## src/hw/wdt_params.svh

```systemverilog
/*
 * Offsets, field positions, reset values and timing counts of the watchdog.
 * Assumes it is included by bare name from the package and the design files.
 */
`ifndef WDT_PARAMS_SVH
`define WDT_PARAMS_SVH

// register byte offsets on the wishbone bus
`define WDT_OFS_CTRL     8'h00
`define WDT_OFS_STAT     8'h04

// control field positions
`define WDT_BIT_UNLOCK   4
`define WDT_BIT_ON       3
`define WDT_PER_MSB      2
`define WDT_PER_LSB      0
`define WDT_RSV_MSB      7
`define WDT_RSV_LSB      5

// status field positions
`define WDT_BIT_TOFLAG   3

// reset values
`define WDT_CTRL_RST     8'h00

// timing
`define WDT_CLK_HZ       25000000
`define WDT_OSC_HZ       1000000
`define WDT_OSC_DIV      (`WDT_CLK_HZ / `WDT_OSC_HZ)
`define WDT_UNLOCK_CYC   3'h4
`define WDT_BASE_TICKS   16384

`endif

```

## src/hw/wdt_pkg.sv

```systemverilog
/*
 * Types shared by the watchdog design files.
 * Assumes wdt_params.svh is on the include path.
 */
`include "wdt_params.svh"

package wdt_pkg;

	typedef logic [2:0]  wdt_period_t;
	typedef logic [21:0] wdt_count_t;

	typedef enum logic [1:0] {
		WDT_SEL_CTRL = 2'b00,
		WDT_SEL_STAT = 2'b01,
		WDT_SEL_NONE = 2'b10
	} wdt_regsel_e;

endpackage

```

## src/hw/wdt_osc_div.sv

```systemverilog
/*
 * Watchdog oscillator stand-in: divides the system clock to a 1 MHz tick.
 * Assumes one system clock; the tick is a one-cycle enable pulse.
 */
`timescale 1ns/1ps
`include "wdt_params.svh"

module wdt_osc_div
	import wdt_pkg::*;
(
	// clock and reset
	input  wire logic clk_i,
	input  wire logic rst_i,
	// tick out
	output logic      tick_o
);

	localparam logic [4:0] DIV_LAST = 5'(`WDT_OSC_DIV - 1);

	logic [4:0] div_reg;

	always_ff @(posedge clk_i) begin
		if (rst_i) begin
			div_reg <= 5'h00;
			tick_o  <= 1'b0;
		end else begin
			tick_o  <= (div_reg == DIV_LAST);
			div_reg <= (div_reg == DIV_LAST) ? 5'h00 : div_reg + 5'h01;
		end
	end
endmodule

```

## src/hw/wdt_top.sv

```systemverilog
/*
 * Watchdog timer with protected turn-off, classic wishbone slave.
 * Assumes rst_i is the power-on reset, sys_reset_i any other chip reset,
 * restart_i a one-cycle pulse from the restart instruction.
 */
// The register addresses and the Wishbone register port were left to the implementer.
// Function
// - counter ticks from dedicated 1 MHz oscillator; here a 1 MHz tick divided down from the system clock
// - restart instruction clears the count
// - disable or chip reset clears count
// - expiry while enabled resets the chip
// - period select doubles 16384 per code
// - top three control bits read zero
// - enable bit one on, zero off
// - zero accepted only while unlock reads one
// - unlock clears itself four cycles later
// - one-cycle reset pulse on timeout
// - timeout flag set, cleared by por/zero
`timescale 1ns/1ps
`include "wdt_params.svh"

module wdt_top
	import wdt_pkg::*;
#(
	parameter int BASE_TICKS = `WDT_BASE_TICKS
)(
	// clock and reset
	input  wire logic        clk_i,
	input  wire logic        rst_i,
	input  wire logic        sys_reset_i,
	// cpu events
	input  wire logic        restart_i,
	// wishbone slave
	input  wire logic        wb_cyc_i,
	input  wire logic        wb_stb_i,
	input  wire logic        wb_we_i,
	input  wire logic [7:0]  wb_adr_i,
	input  wire logic [3:0]  wb_sel_i,
	input  wire logic [31:0] wb_dat_i,
	output logic      [31:0] wb_dat_o,
	output logic             wb_ack_o,
	// reset request to chip and enable status
	output logic             chip_reset_o,
	output logic             watchdog_on_o
);

	localparam logic [7:0] CTRL_RST = `WDT_CTRL_RST;

	logic        unlock_reg;
	logic        on_reg;
	wdt_period_t period_reg;
	logic [2:0]  win_reg;
	wdt_count_t  count_reg;
	logic        flag_reg;
	logic        tick;
	logic        access;
	logic        wr_ctrl;
	logic        wr_stat;
	logic        timeout;
	wdt_count_t  limit;

	function automatic wdt_regsel_e decode(input logic [7:0] adr);
		if (adr == `WDT_OFS_CTRL)
			return WDT_SEL_CTRL;
		else if (adr == `WDT_OFS_STAT)
			return WDT_SEL_STAT;
		else
			return WDT_SEL_NONE;
	endfunction

	function automatic wdt_count_t period_limit(input wdt_period_t sel);
		return wdt_count_t'(BASE_TICKS) << sel;
	endfunction

	wdt_osc_div u_osc (
		.clk_i  (clk_i),
		.rst_i  (rst_i),
		.tick_o (tick)
	);

	// write lands on the edge where ack is seen high
	assign access  = wb_cyc_i & wb_stb_i & wb_ack_o;
	assign wr_ctrl = access & wb_we_i & wb_sel_i[0] & (decode(wb_adr_i) == WDT_SEL_CTRL);
	assign wr_stat = access & wb_we_i & wb_sel_i[0] & (decode(wb_adr_i) == WDT_SEL_STAT);
	assign limit   = period_limit(period_reg);
	assign timeout = tick & on_reg & (count_reg >= limit - 22'h1);

	// bus handshake: ack one cycle after strobe, drops after one cycle
	always_ff @(posedge clk_i) begin
		if (rst_i) begin
			wb_ack_o <= 1'b0;
			wb_dat_o <= 32'h0000_0000;
		end else begin
			wb_ack_o <= wb_cyc_i & wb_stb_i & ~wb_ack_o;
			wb_dat_o <= 32'h0000_0000;
			unique case (decode(wb_adr_i))
				WDT_SEL_CTRL: wb_dat_o[7:0] <= {3'h0, unlock_reg, on_reg, period_reg};
				WDT_SEL_STAT: wb_dat_o[`WDT_BIT_TOFLAG] <= flag_reg;
				WDT_SEL_NONE: wb_dat_o <= 32'h0000_0000;
			endcase
		end
	end

	// control register; own timeout acts as a chip reset
	always_ff @(posedge clk_i) begin
		if (rst_i || sys_reset_i || chip_reset_o) begin
			on_reg     <= CTRL_RST[`WDT_BIT_ON];
			period_reg <= CTRL_RST[`WDT_PER_MSB:`WDT_PER_LSB];
		end else if (wr_ctrl) begin
			period_reg <= wb_dat_i[`WDT_PER_MSB:`WDT_PER_LSB];
			if (wb_dat_i[`WDT_BIT_ON])
				on_reg <= 1'b1;
			else if (unlock_reg)
				on_reg <= 1'b0;
		end
	end

	// unlock window counted on the system clock
	always_ff @(posedge clk_i) begin
		if (rst_i || sys_reset_i || chip_reset_o) begin
			unlock_reg <= 1'b0;
			win_reg    <= 3'h0;
		end else if (wr_ctrl && wb_dat_i[`WDT_BIT_UNLOCK] && wb_dat_i[`WDT_BIT_ON]
			&& !unlock_reg) begin
			unlock_reg <= 1'b1;
			win_reg    <= `WDT_UNLOCK_CYC;
		end else if (unlock_reg) begin
			win_reg <= win_reg - 3'h1;
			if (win_reg == 3'h1)
				unlock_reg <= 1'b0;
		end
	end

	// counter on the oscillator tick; restart and timeout clear it in the same clock, a tick in that clock is dropped
	always_ff @(posedge clk_i) begin
		if (rst_i || sys_reset_i || chip_reset_o || !on_reg)
			count_reg <= 22'h0;
		else if (restart_i)
			count_reg <= 22'h0;
		else if (timeout)
			count_reg <= 22'h0;
		else if (tick)
			count_reg <= count_reg + 22'h1;
	end

	always_ff @(posedge clk_i) begin
		if (rst_i)
			chip_reset_o <= 1'b0;
		else
			chip_reset_o <= timeout & ~restart_i & ~sys_reset_i & ~chip_reset_o;
	end

	// timeout flag survives the chip reset; set wins over clear
	always_ff @(posedge clk_i) begin
		if (rst_i)
			flag_reg <= 1'b0;
		else if (timeout && !restart_i && !sys_reset_i && !chip_reset_o)
			flag_reg <= 1'b1;
		else if (wr_stat && !wb_dat_i[`WDT_BIT_TOFLAG])
			flag_reg <= 1'b0;
	end

	always_ff @(posedge clk_i) begin
		if (rst_i)
			watchdog_on_o <= 1'b0;
		else
			watchdog_on_o <= on_reg;
	end
endmodule

```

## config.mk

```make
export PLATFORM = sky130hd
export DESIGN_NAME = wdt_top
export DESIGN_NICKNAME = d
export VERILOG_FILES = /design/src/hw/wdt_pkg.sv /design/src/hw/wdt_osc_div.sv /design/src/hw/wdt_top.sv
export VERILOG_INCLUDE_DIRS = /design/src /design/src/hw
export SDC_FILE = /design/constraint.sdc
export NUM_CORES = 1
export LEC_CHECK = 0
export BUFFER_PORTS_ARGS = -buffer_cell sky130_fd_sc_hd__buf_2
export CORE_UTILIZATION = 33
export CTS_CLUSTER_DIAMETER = 120
export DETAILED_ROUTE_END_ITERATION = 8
export PLACE_DENSITY = 0.69
export SYNTH_ARGS = -nofsm -noshare
export SYNTH_HDL_FRONTEND = slang
export SYNTH_SLANG_ARGS = --single-unit
```

## constraint.sdc

```tcl
create_clock -name clk_i -period 3.4 [get_ports clk_i]
set_clock_uncertainty 0.1 [all_clocks]
set_input_delay 0.51 -clock clk_i [delete_from_list [all_inputs] [get_ports clk_i]]
set_output_delay 0.51 -clock clk_i [all_outputs]
set_load 0.05 [all_outputs]
```

After elaboration in Yosys (flattened, before gate mapping)
Cells that the tools add are included.
{"block": "totals", "mem_count": 0, "wordCells": 84, "ram_bits": 0, "latch_bits": 0, "romBits": 0, "ff_bits": 72, "inputBits": 51, "out_inout_bits": 35}
{"block": "classes", "bitwise": 17, "div_mod_pow": 0, "n_eq_ne": 6, "reduce_logical": 27, "n_mul": 0, "n_addsub": 4, "order_cmp": 1, "n_mux": 13, "shifts": 1}
{"operator": "$add 22x1->22 const B", "n": 1}
{"operator": "$ge 22x22->1", "n": 1}
{"operator": "$shl 15x3->22 const A", "n": 1}
{"operator": "$sub 22x1->22 const B", "n": 1}
{"operator": "$and 1x1->1", "n": 12}
{"operator": "$eq 8x3->1 const B", "n": 1}
{"operator": "$logic_not 8->1", "n": 1}
{"operator": "$logic_and 1x1->1", "n": 7}
{"operator": "$mux 1", "n": 7}
{"operator": "$logic_not 1->1", "n": 6}
{"operator": "$mux 2", "n": 3}
{"operator": "$mux 3", "n": 2}
{"operator": "$reduce_bool 2->1", "n": 3}
{"operator": "$reduce_or 2->1", "n": 3}
{"operator": "$add 5x1->5 const B", "n": 1}
{"operator": "$eq 5x5->1 const B", "n": 1}
{"operator": "$not 1->1", "n": 5}
{"operator": "$eq 2x1->1 const B", "n": 2}
{"operator": "$logic_not 2->1", "n": 2}
{"operator": "$eq 3x1->1 const B", "n": 1}
{"operator": "$logic_or 1x1->1", "n": 3}
{"operator": "$pmux 1 s3", "n": 1}
{"operator": "$reduce_or 3->1", "n": 1}
{"operator": "$sub 3x1->3 const B", "n": 1}
{"operator": "other kinds (2)", "n": 2}

Longest topological paths before layout
Gate-level depths: netlist (run 1).
{"block": "depth", "depth_word": 9, "ltp_mapped": 8, "ltp_nobuf": 7}

By module
A second synthesis (run 1) with hierarchy kept.
{"block": "unflattened", "hier_cells": 285, "area_unflattened_um2": 2590.0}
{"mod": "wdt_top", "instances": 1, "cells_each": 260, "area_per_inst_um2": 2313.5, "seq_area_each_um2": 780.7}
{"mod": "wdt_osc_div", "instances": 1, "cells_each": 25, "area_per_inst_um2": 276.5, "seq_area_each_um2": 120.1}

Least setup slack after synthesis (run 1)
No wires, ideal clock.
{"block": "synth_path", "path_kind": "input -> register", "startpoint": "input port wb_adr_i[5]", "endpoint": "register win_reg[2]", "n_path_buf": 0, "cell_stages": 7, "arrival_ps": 2155, "path_slack_ps": 1031, "required_time_ps": 3185, "setup_time_ps": 115, "cell_sequence": "or4_1 -> nand4bb_1 -> ha_1 -> and3_1 -> a31oi_1 -> a21oi_1 -> o21a_1"}
{"block": "synth_via", "elab_chain_cells": 9, "elab_cells_between_ends": 11, "classes_between": "1 x eq/ne; 3 x mux; 1 x bitwise; 6 x reduce/logical"}
{"element": "start, declared", "line": "wdt_top.sv:37", "text": "input wire logic [7:0] wb_adr_i,"}
{"element": "$eq 8x3->1 (no line)"}
{"element": "$mux 2", "line": "wdt_top.sv:65", "text": "else if (adr == `WDT_OFS_STAT)"}
{"element": "$mux 2 (*)", "line": "wdt_top.sv:63", "text": "if (adr == `WDT_OFS_CTRL)"}
{"element": "$logic_not 2->1 (*)", "line": "wdt_top.sv:83", "text": "assign wr_ctrl = access & wb_we_i & wb_sel_i[0] & (decode(wb_adr_i) == WDT_SEL_CTRL);"}
{"element": "$and 1x1->1 (*)", "line": "wdt_top.sv:83"}
{"element": "$logic_and 1x1->1 (*) (3 in series)", "line": "wdt_top.sv:123", "text": "end else if (wr_ctrl && wb_dat_i[`WDT_BIT_UNLOCK] && wb_dat_i[`WDT_BIT_ON]"}
{"element": "$mux 3 or $reduce_bool 2->1 (tied branches)"}
{"element": "end signal, assigned", "line": "wdt_top.sv:126", "text": "win_reg <= `WDT_UNLOCK_CYC;"}
{"element": "end signal, assigned", "line": "wdt_top.sv:128", "text": "win_reg <= win_reg - 3'h1;"}
{"element": "end, declared", "line": "wdt_top.sv:52", "text": "logic [2:0] win_reg;"}
Every way passes the cells marked *; elsewhere a longest branch is shown, timed or not.
A chain may end at the register's enable or synchronous reset.

Final worst setup path (run 1)
{"block": "layout_path", "startpoint": "register period_reg[2]", "endpoint": "register count_reg[15]"}
{"block": "layout_via", "elab_chain_cells": 5}
{"element": "start, declared", "line": "wdt_top.sv:51", "text": "wdt_period_t period_reg;"}
{"element": "start signal, assigned", "line": "wdt_top.sv:108", "text": "period_reg <= CTRL_RST[`WDT_PER_MSB:`WDT_PER_LSB];"}
{"element": "start signal, assigned", "line": "wdt_top.sv:110", "text": "period_reg <= wb_dat_i[`WDT_PER_MSB:`WDT_PER_LSB];"}
{"element": "$shl 15x3->22", "line": "wdt_top.sv:72", "text": "return wdt_count_t'(BASE_TICKS) << sel;"}
{"element": "$sub 22x1->22", "line": "wdt_top.sv:86", "text": "assign timeout = tick & on_reg & (count_reg >= limit - 22'h1);"}
{"element": "$ge 22x22->1", "line": "wdt_top.sv:86"}
{"element": "$and 1x1->1", "line": "wdt_top.sv:86"}
{"element": "$reduce_or 3->1 (no line)"}
{"element": "end signal, assigned", "line": "wdt_top.sv:143", "text": "count_reg <= count_reg + 22'h1;"}
{"element": "end, declared", "line": "wdt_top.sv:53", "text": "wdt_count_t count_reg;"}
No other way between the ends.

==> run_results.csv, run 1 <==
group,metric,value,unit
cts,cts_buffer_depth,2,
grt,use_met1,14.8,%
flow_run,cap_violations,0,
drt,vias_per_cell,4.76,
synth,synth_area_leaders,"dfxtp_1, buf_4, ha_1",
floorplanning,die_y,87.6,um
worst_setup_path,crit_fanout,22,
final_layout,drive_gt1_share,13.4,%
floorplanning,fp.coreArea,0.00694,sq mm
hold_path,hold_class,"input pin to flip-flop",
floorplanning,die_w,87.6,um
pwr,vdd_drop_max,0.139,mV
synth,netlist_area,0.00242,sq mm
synth,synth_edf_count,0,
final_layout,finish.utilization,37.2,%
drt,drc,0,
sta,maxSlewHeadroom,41.1,%
final_layout,largest_reg_flops,22,
cts,cts_tree,"yes",
grt,use_met2,20.7,%
sta,hold_violations,0,
cts,cts_setup_buffers,0,
synth,synth_cell_types,44,
synth,postSynthCellCount,275,
cts,cts_max_level,2,
drt,ant_nets,0,
cts,hold_buffers,0,
synth,synth_async_sr_flop_share,0,%
outcome,outcome,"complete, no violations",
placed_design,hpwl,3260,um
sta,finalSetupTns,0,ns
cts,clk_latency,0.30,ns
cts,cts_sinks,45,
grt,grt-busiest-layer,"met2",
synth,ys_warn_count,0,
grt,overflow,0,
placed_design,gp_congestion,0.778,
drt,drt-pass1-iter-count,4,
synth,synth_most_common_cell,"dfxtp_1",
grt,grt_antenna_before_repair,0,
floorplanning,dieArea,0.00768,sq mm
sta,fin_crit,2.45,ns
grt,grt_pass1_wl,7430,um
worst_setup_path,endpoint_kind,"flip-flop",
grt,grt_pass1_vias,1695,
sta,worst_pin_slew,0.881,ns
sta,finalMaxSlewViolations,0,
pwr,power.density,370,mW/mm^2
sta,fmax,409,MHz
cts,cts-root-buf,"clkbuf_8",
grt,grt.total_usage,12.3,%
synth,ys_seq_elements,45,
drt,wl,4300,um
synth,synth-main-ff-cell,"dfxtp_1",
sta,rsz0062_at_grt,"no",
synth,syn_area_per_cell,8.79,sq um
synth,synth.top_cell.area_share,37.2,%
cts,clk_pin_slew,0.08,ns
cts,cts_resized,0,
floorplanning,start_util,34.8,%
synth,yosys.area.top_type,"dfxtp_1",
floorplanning,ios,86,
drt,avgRoutedWirePerCell,10.9,um
sta,finalCritPeriodShare,71.9,%
synth,synth_seq_area_share,37.2,%
pwr,fin_total_pwr,0.955,mW
worst_setup_path,cp.required,3.50,ns
worst_setup_path,crit_arrival,2.54,ns
final_layout,num_antenna_cells,0,
final_layout,synthToLayoutAreaGrowth,6.88,%
final_layout,nets,363,
grt,grtUsageMet3,2.92,%
synth,synthTopCellsByCount,"dfxtp_1, buf_4, nor2_1",
floorplanning,fp-row-count,30,
drt,drtIter0Drc,69,
placed_design,port_buffers,28,
worst_setup_path,path_class,"flip-flop to flip-flop",
pwr,p_leak,0.993,nW
grt,grt_max_degree,23,
cts,cts_buffers,5,
worst_setup_path,start_kind,"flip-flop",
final_layout,fill_cells,698,
worst_setup_path,r2r_slack,0.95,ns
sta,setup_viol,0,
drt,vias,1880,
==> area by class of cell <==
cell class | instances | area (sq um) | area share (%)
multi-input combinational | 205 | 1290 | 49.8
sequential | 45 | 901 | 34.8
timing repair buffer | 28 | 140 | 5.42
tap | 96 | 120 | 4.65
clock buffer | 6 | 72.6 | 2.81
inverter | 13 | 48.8 | 1.89
clock inverter | 2 | 15.0 | 0.581
==> report_power, final <==
group,internal (mW),switching (mW)
logic,0.0149,0.0808
registers,0.530,0.00299
clock network,0.145,0.182
total,0.690,0.266
==> through the flow <==
stage	instances	instance area (sq um)	hold WS (ns)	setup WS (ns)
after floorplan	301	2520	0.330	1.03
after global placement	387	2500	0.317	0.798
after detailed placement	387	2500	0.329	0.738
after CTS	395	2580	0.322	0.936
after global routing	395	2580	0.334	0.688
final	395	2580	0.331	0.954
==> layer usage <==
| metal | wire [um] | up-vias | share of wire (%) |
|---|---|---|---|
| met5 | 0 | - | 0 |
| met4 | 50 | 0 | 1.2 |
| met3 | 150 | 4 | 3.5 |
| met2 | 2050 | 39 | 48 |
| met1 | 2050 | 874 | 48 |
| li1 | - | 963 | - |
==> cell families after synthesis <==
logic type	synth area share, %
muxes	2.07
xor gates and xnor gates	4.71
adders and majority gates	7.24
buffers and inverters	13.6
and+or+nand+nor	23.7
AOI/OAI and AO/OA	11.2
DFF	37.2
other	0.311
==> worst paths after layout <==
| path | startpoint | to | cells after the start |
|---|---|---|---|
| setup / recovery | period_reg[2] | count_reg[15] | 6 |
| hold / removal | wb_stb_i | wb_ack_o | 3 |
| setup reg to reg | period_reg[2] | count_reg[15] | 6 |
| hold reg to reg | wb_ack_o | wb_ack_o | 1 |
==> cell usage in the layout (no fill, tap or decap), drive strengths merged, types with 6 or more instances in the layout <==
cell    instances
a211oi         11
a21oi           6
buf            28
clkbuf          6
conb           28
dfxtp          45
ha             14
inv            13
nand2          15
nand3          13
nand4           8
nor2           17
nor3           15
o21ai           9
or3             9
or4             6
xnor2           6
xor2            7
==> worst max-delay path: stages, from the launching register on <==
cell and delay, ns:
dfxtp_1 0.49, nand2_1 0.09, ha_1 0.30, a21oi_1 0.15, o22a_1 0.18, nand3_1 0.60
a211oi_1 0.43
Power figures use the tool's default switching activity.
==> run 2: changes to the inputs <==
Settings changed: PLACE_DENSITY 0.69 to 0.71.
Clock period 3.4 ns to 2.2 ns, I/O delays scaled along.
==> run_results.csv, run 2 (synthesized netlist as in run 1, its figures left out) <==
group,metric,value,unit
final_layout,final_cell_mix,"dfxtp_1, conb_1, buf_2",
drt,drc,0,
cts,hold_buffers,0,
final_layout,fill_cells,684,
final_layout,final_common_cell,"dfxtp_1",
final_layout,num_antenna_cells,0,
grt,overflow,0,
worst_setup_path,max_stage_delay,0.58,ns
cts,cts_buffers,5,
cts,cts-root-buf,"clkbuf_8",
sta,fmax,467,MHz
cts,cts_tree,"yes",
cts,cts_sinks,45,
worst_setup_path,reg2reg_depth,6,
worst_setup_path,start_kind,"flip-flop",
sta,hold_violations,0,
sta,finalSetupTns,0,ns
worst_setup_path,cp_slowest_cell,"or4_4",
final_layout,finish.utilization,39.4,%
floorplanning,die_y,87.6,um
floorplanning,fp-row-count,30,
hold_path,hold_class,"input pin to flip-flop",
drt,drt-pass1-iter-count,4,
grt,grt_pass1_vias,1724,
drt,wl,4370,um
drt,drtIter0Drc,104,
grt,grt_antenna_before_repair,0,
worst_setup_path,endpoint_kind,"flip-flop",
placed_design,dp_cells,397,
pwr,p_leak,1.08,nW
sta,worst_slack,0.0568,ns
placed_design,dpl-instance-area,0.00258,sq mm
final_layout,synthToLayoutAreaGrowth,13.0,%
sta,setup_viol,0,
grt,grt_pass1_wl,7310,um
final_layout,final_cell_area,0.00273,sq mm
cts,clk_pin_slew,0.09,ns
worst_setup_path,crit_fanout,6,
final_layout,drive_gt1_share,18.5,%
placed_design,port_buffers,28,
floorplanning,die_w,87.6,um
cts,clk_latency,0.29,ns
flow_run,cap_violations,0,
cts,cts_buffer_depth,2,
pwr,power.density,580,mW/mm^2
placed_design,post-place-ws,-0.0666,ns
final_layout,nets,377,
pwr,vdd_drop_max,0.250,mV
drt,ant_nets,0,
worst_setup_path,path_class,"flip-flop to flip-flop",
outcome,outcome,"complete, no violations",
floorplanning,dieArea,0.00768,sq mm
floorplanning,start_util,34.8,%
final_layout,final_cell_count_no_fill,409,
worst_setup_path,crit_arrival,2.26,ns
floorplanning,ios,86,
placed_design,gp_congestion,0.803,
grt,grt.total_usage,12.0,%
floorplanning,fp.coreArea,0.00694,sq mm
sta,fin_crit,2.14,ns
final_layout,largest_reg_flops,22,
worst_setup_path,cp.required,2.32,ns
sta,finalMaxSlewViolations,0,
drt,vias_per_cell,4.71,
cts,cts_max_level,2,
worst_setup_path,cp_cell_sequence,"ha_2, nand4_1, or4_4, buf_4, or3_1, a211oi_1",
grt,grt_max_degree,23,
drt,vias,1927,
sta,finalCritPeriodShare,97.4,%
drt,avgRoutedWirePerCell,10.7,um
placed_design,hpwl,3230,um
hold_path,hold_depth,3,
==> run 2: worst max-delay path: cells and delay by family, from the launching register on <==
| family | cells | cell delay, ns |
|---|---|---|
| AND/OR/NAND/NOR | 3 | 1.06 |
| adder cells (fa/ha/maj) | 1 | 0.19 |
| buffers and inverters | 1 | 0.16 |
| flip-flops | 1 | 0.35 |
| AO/OA/AOI/OAI | 1 | 0.22 |
==> run 2: area by class of cell <==
type | count | area, sq um | share of cell area, %
inverter | 13 | 48.8 | 1.78
clock inverter | 2 | 38.8 | 1.42
timing repair buffer | 42 | 255 | 9.34
tap | 96 | 120 | 4.39
sequential | 45 | 903 | 33.0
clock buffer | 6 | 72.6 | 2.65
multi-input combinational | 205 | 1290 | 47.4
==> run 2: path summary, 6_finish.rpt <==
kind                   endpoint         start  slack (ns)
setup reg to reg  count_reg[18]  count_reg[0]        0.06
hold / removal         wb_ack_o      wb_stb_i        0.16
hold reg to reg        wb_ack_o      wb_ack_o        0.34
setup / recovery  count_reg[18]  count_reg[0]        0.06
==> run 2: per-layer routing <==
metal | vias up | GRT usage, % | part of all wire (%)
li1 | 994 | - | -
met1 | 903 | 13.6 | 48
met2 | 28 | 21.4 | 48
met3 | 2 | 3.30 | 2.9
met4 | 0 | 4.92 | 0.66
met5 | - | 0 | 0
==> run 2: repair_timing <==
item                                    4_1_cts  5_1_grt
buffers inserted                              0        4
endpoints found under the setup margin        0        1
resized for setup                             0        4
==> run 2: power by group <==
part	total (mW)	switching, mW	internal (mW)
logic	0.146	0.124	0.0226
clock network	0.616	0.275	0.341
registers	0.824	0.00450	0.819
total	1.59	0.403	1.18
==> run 2: metrics by stage <==
stage | power [mW] | hold WS, ns
after floorplan | 1.00 | 0.302
after global placement | 0.988 | 0.325
after detailed placement | 0.989 | 0.327
after CTS | 1.61 | 0.151
after global routing | 1.66 | 0.148
final | 1.59 | 0.165
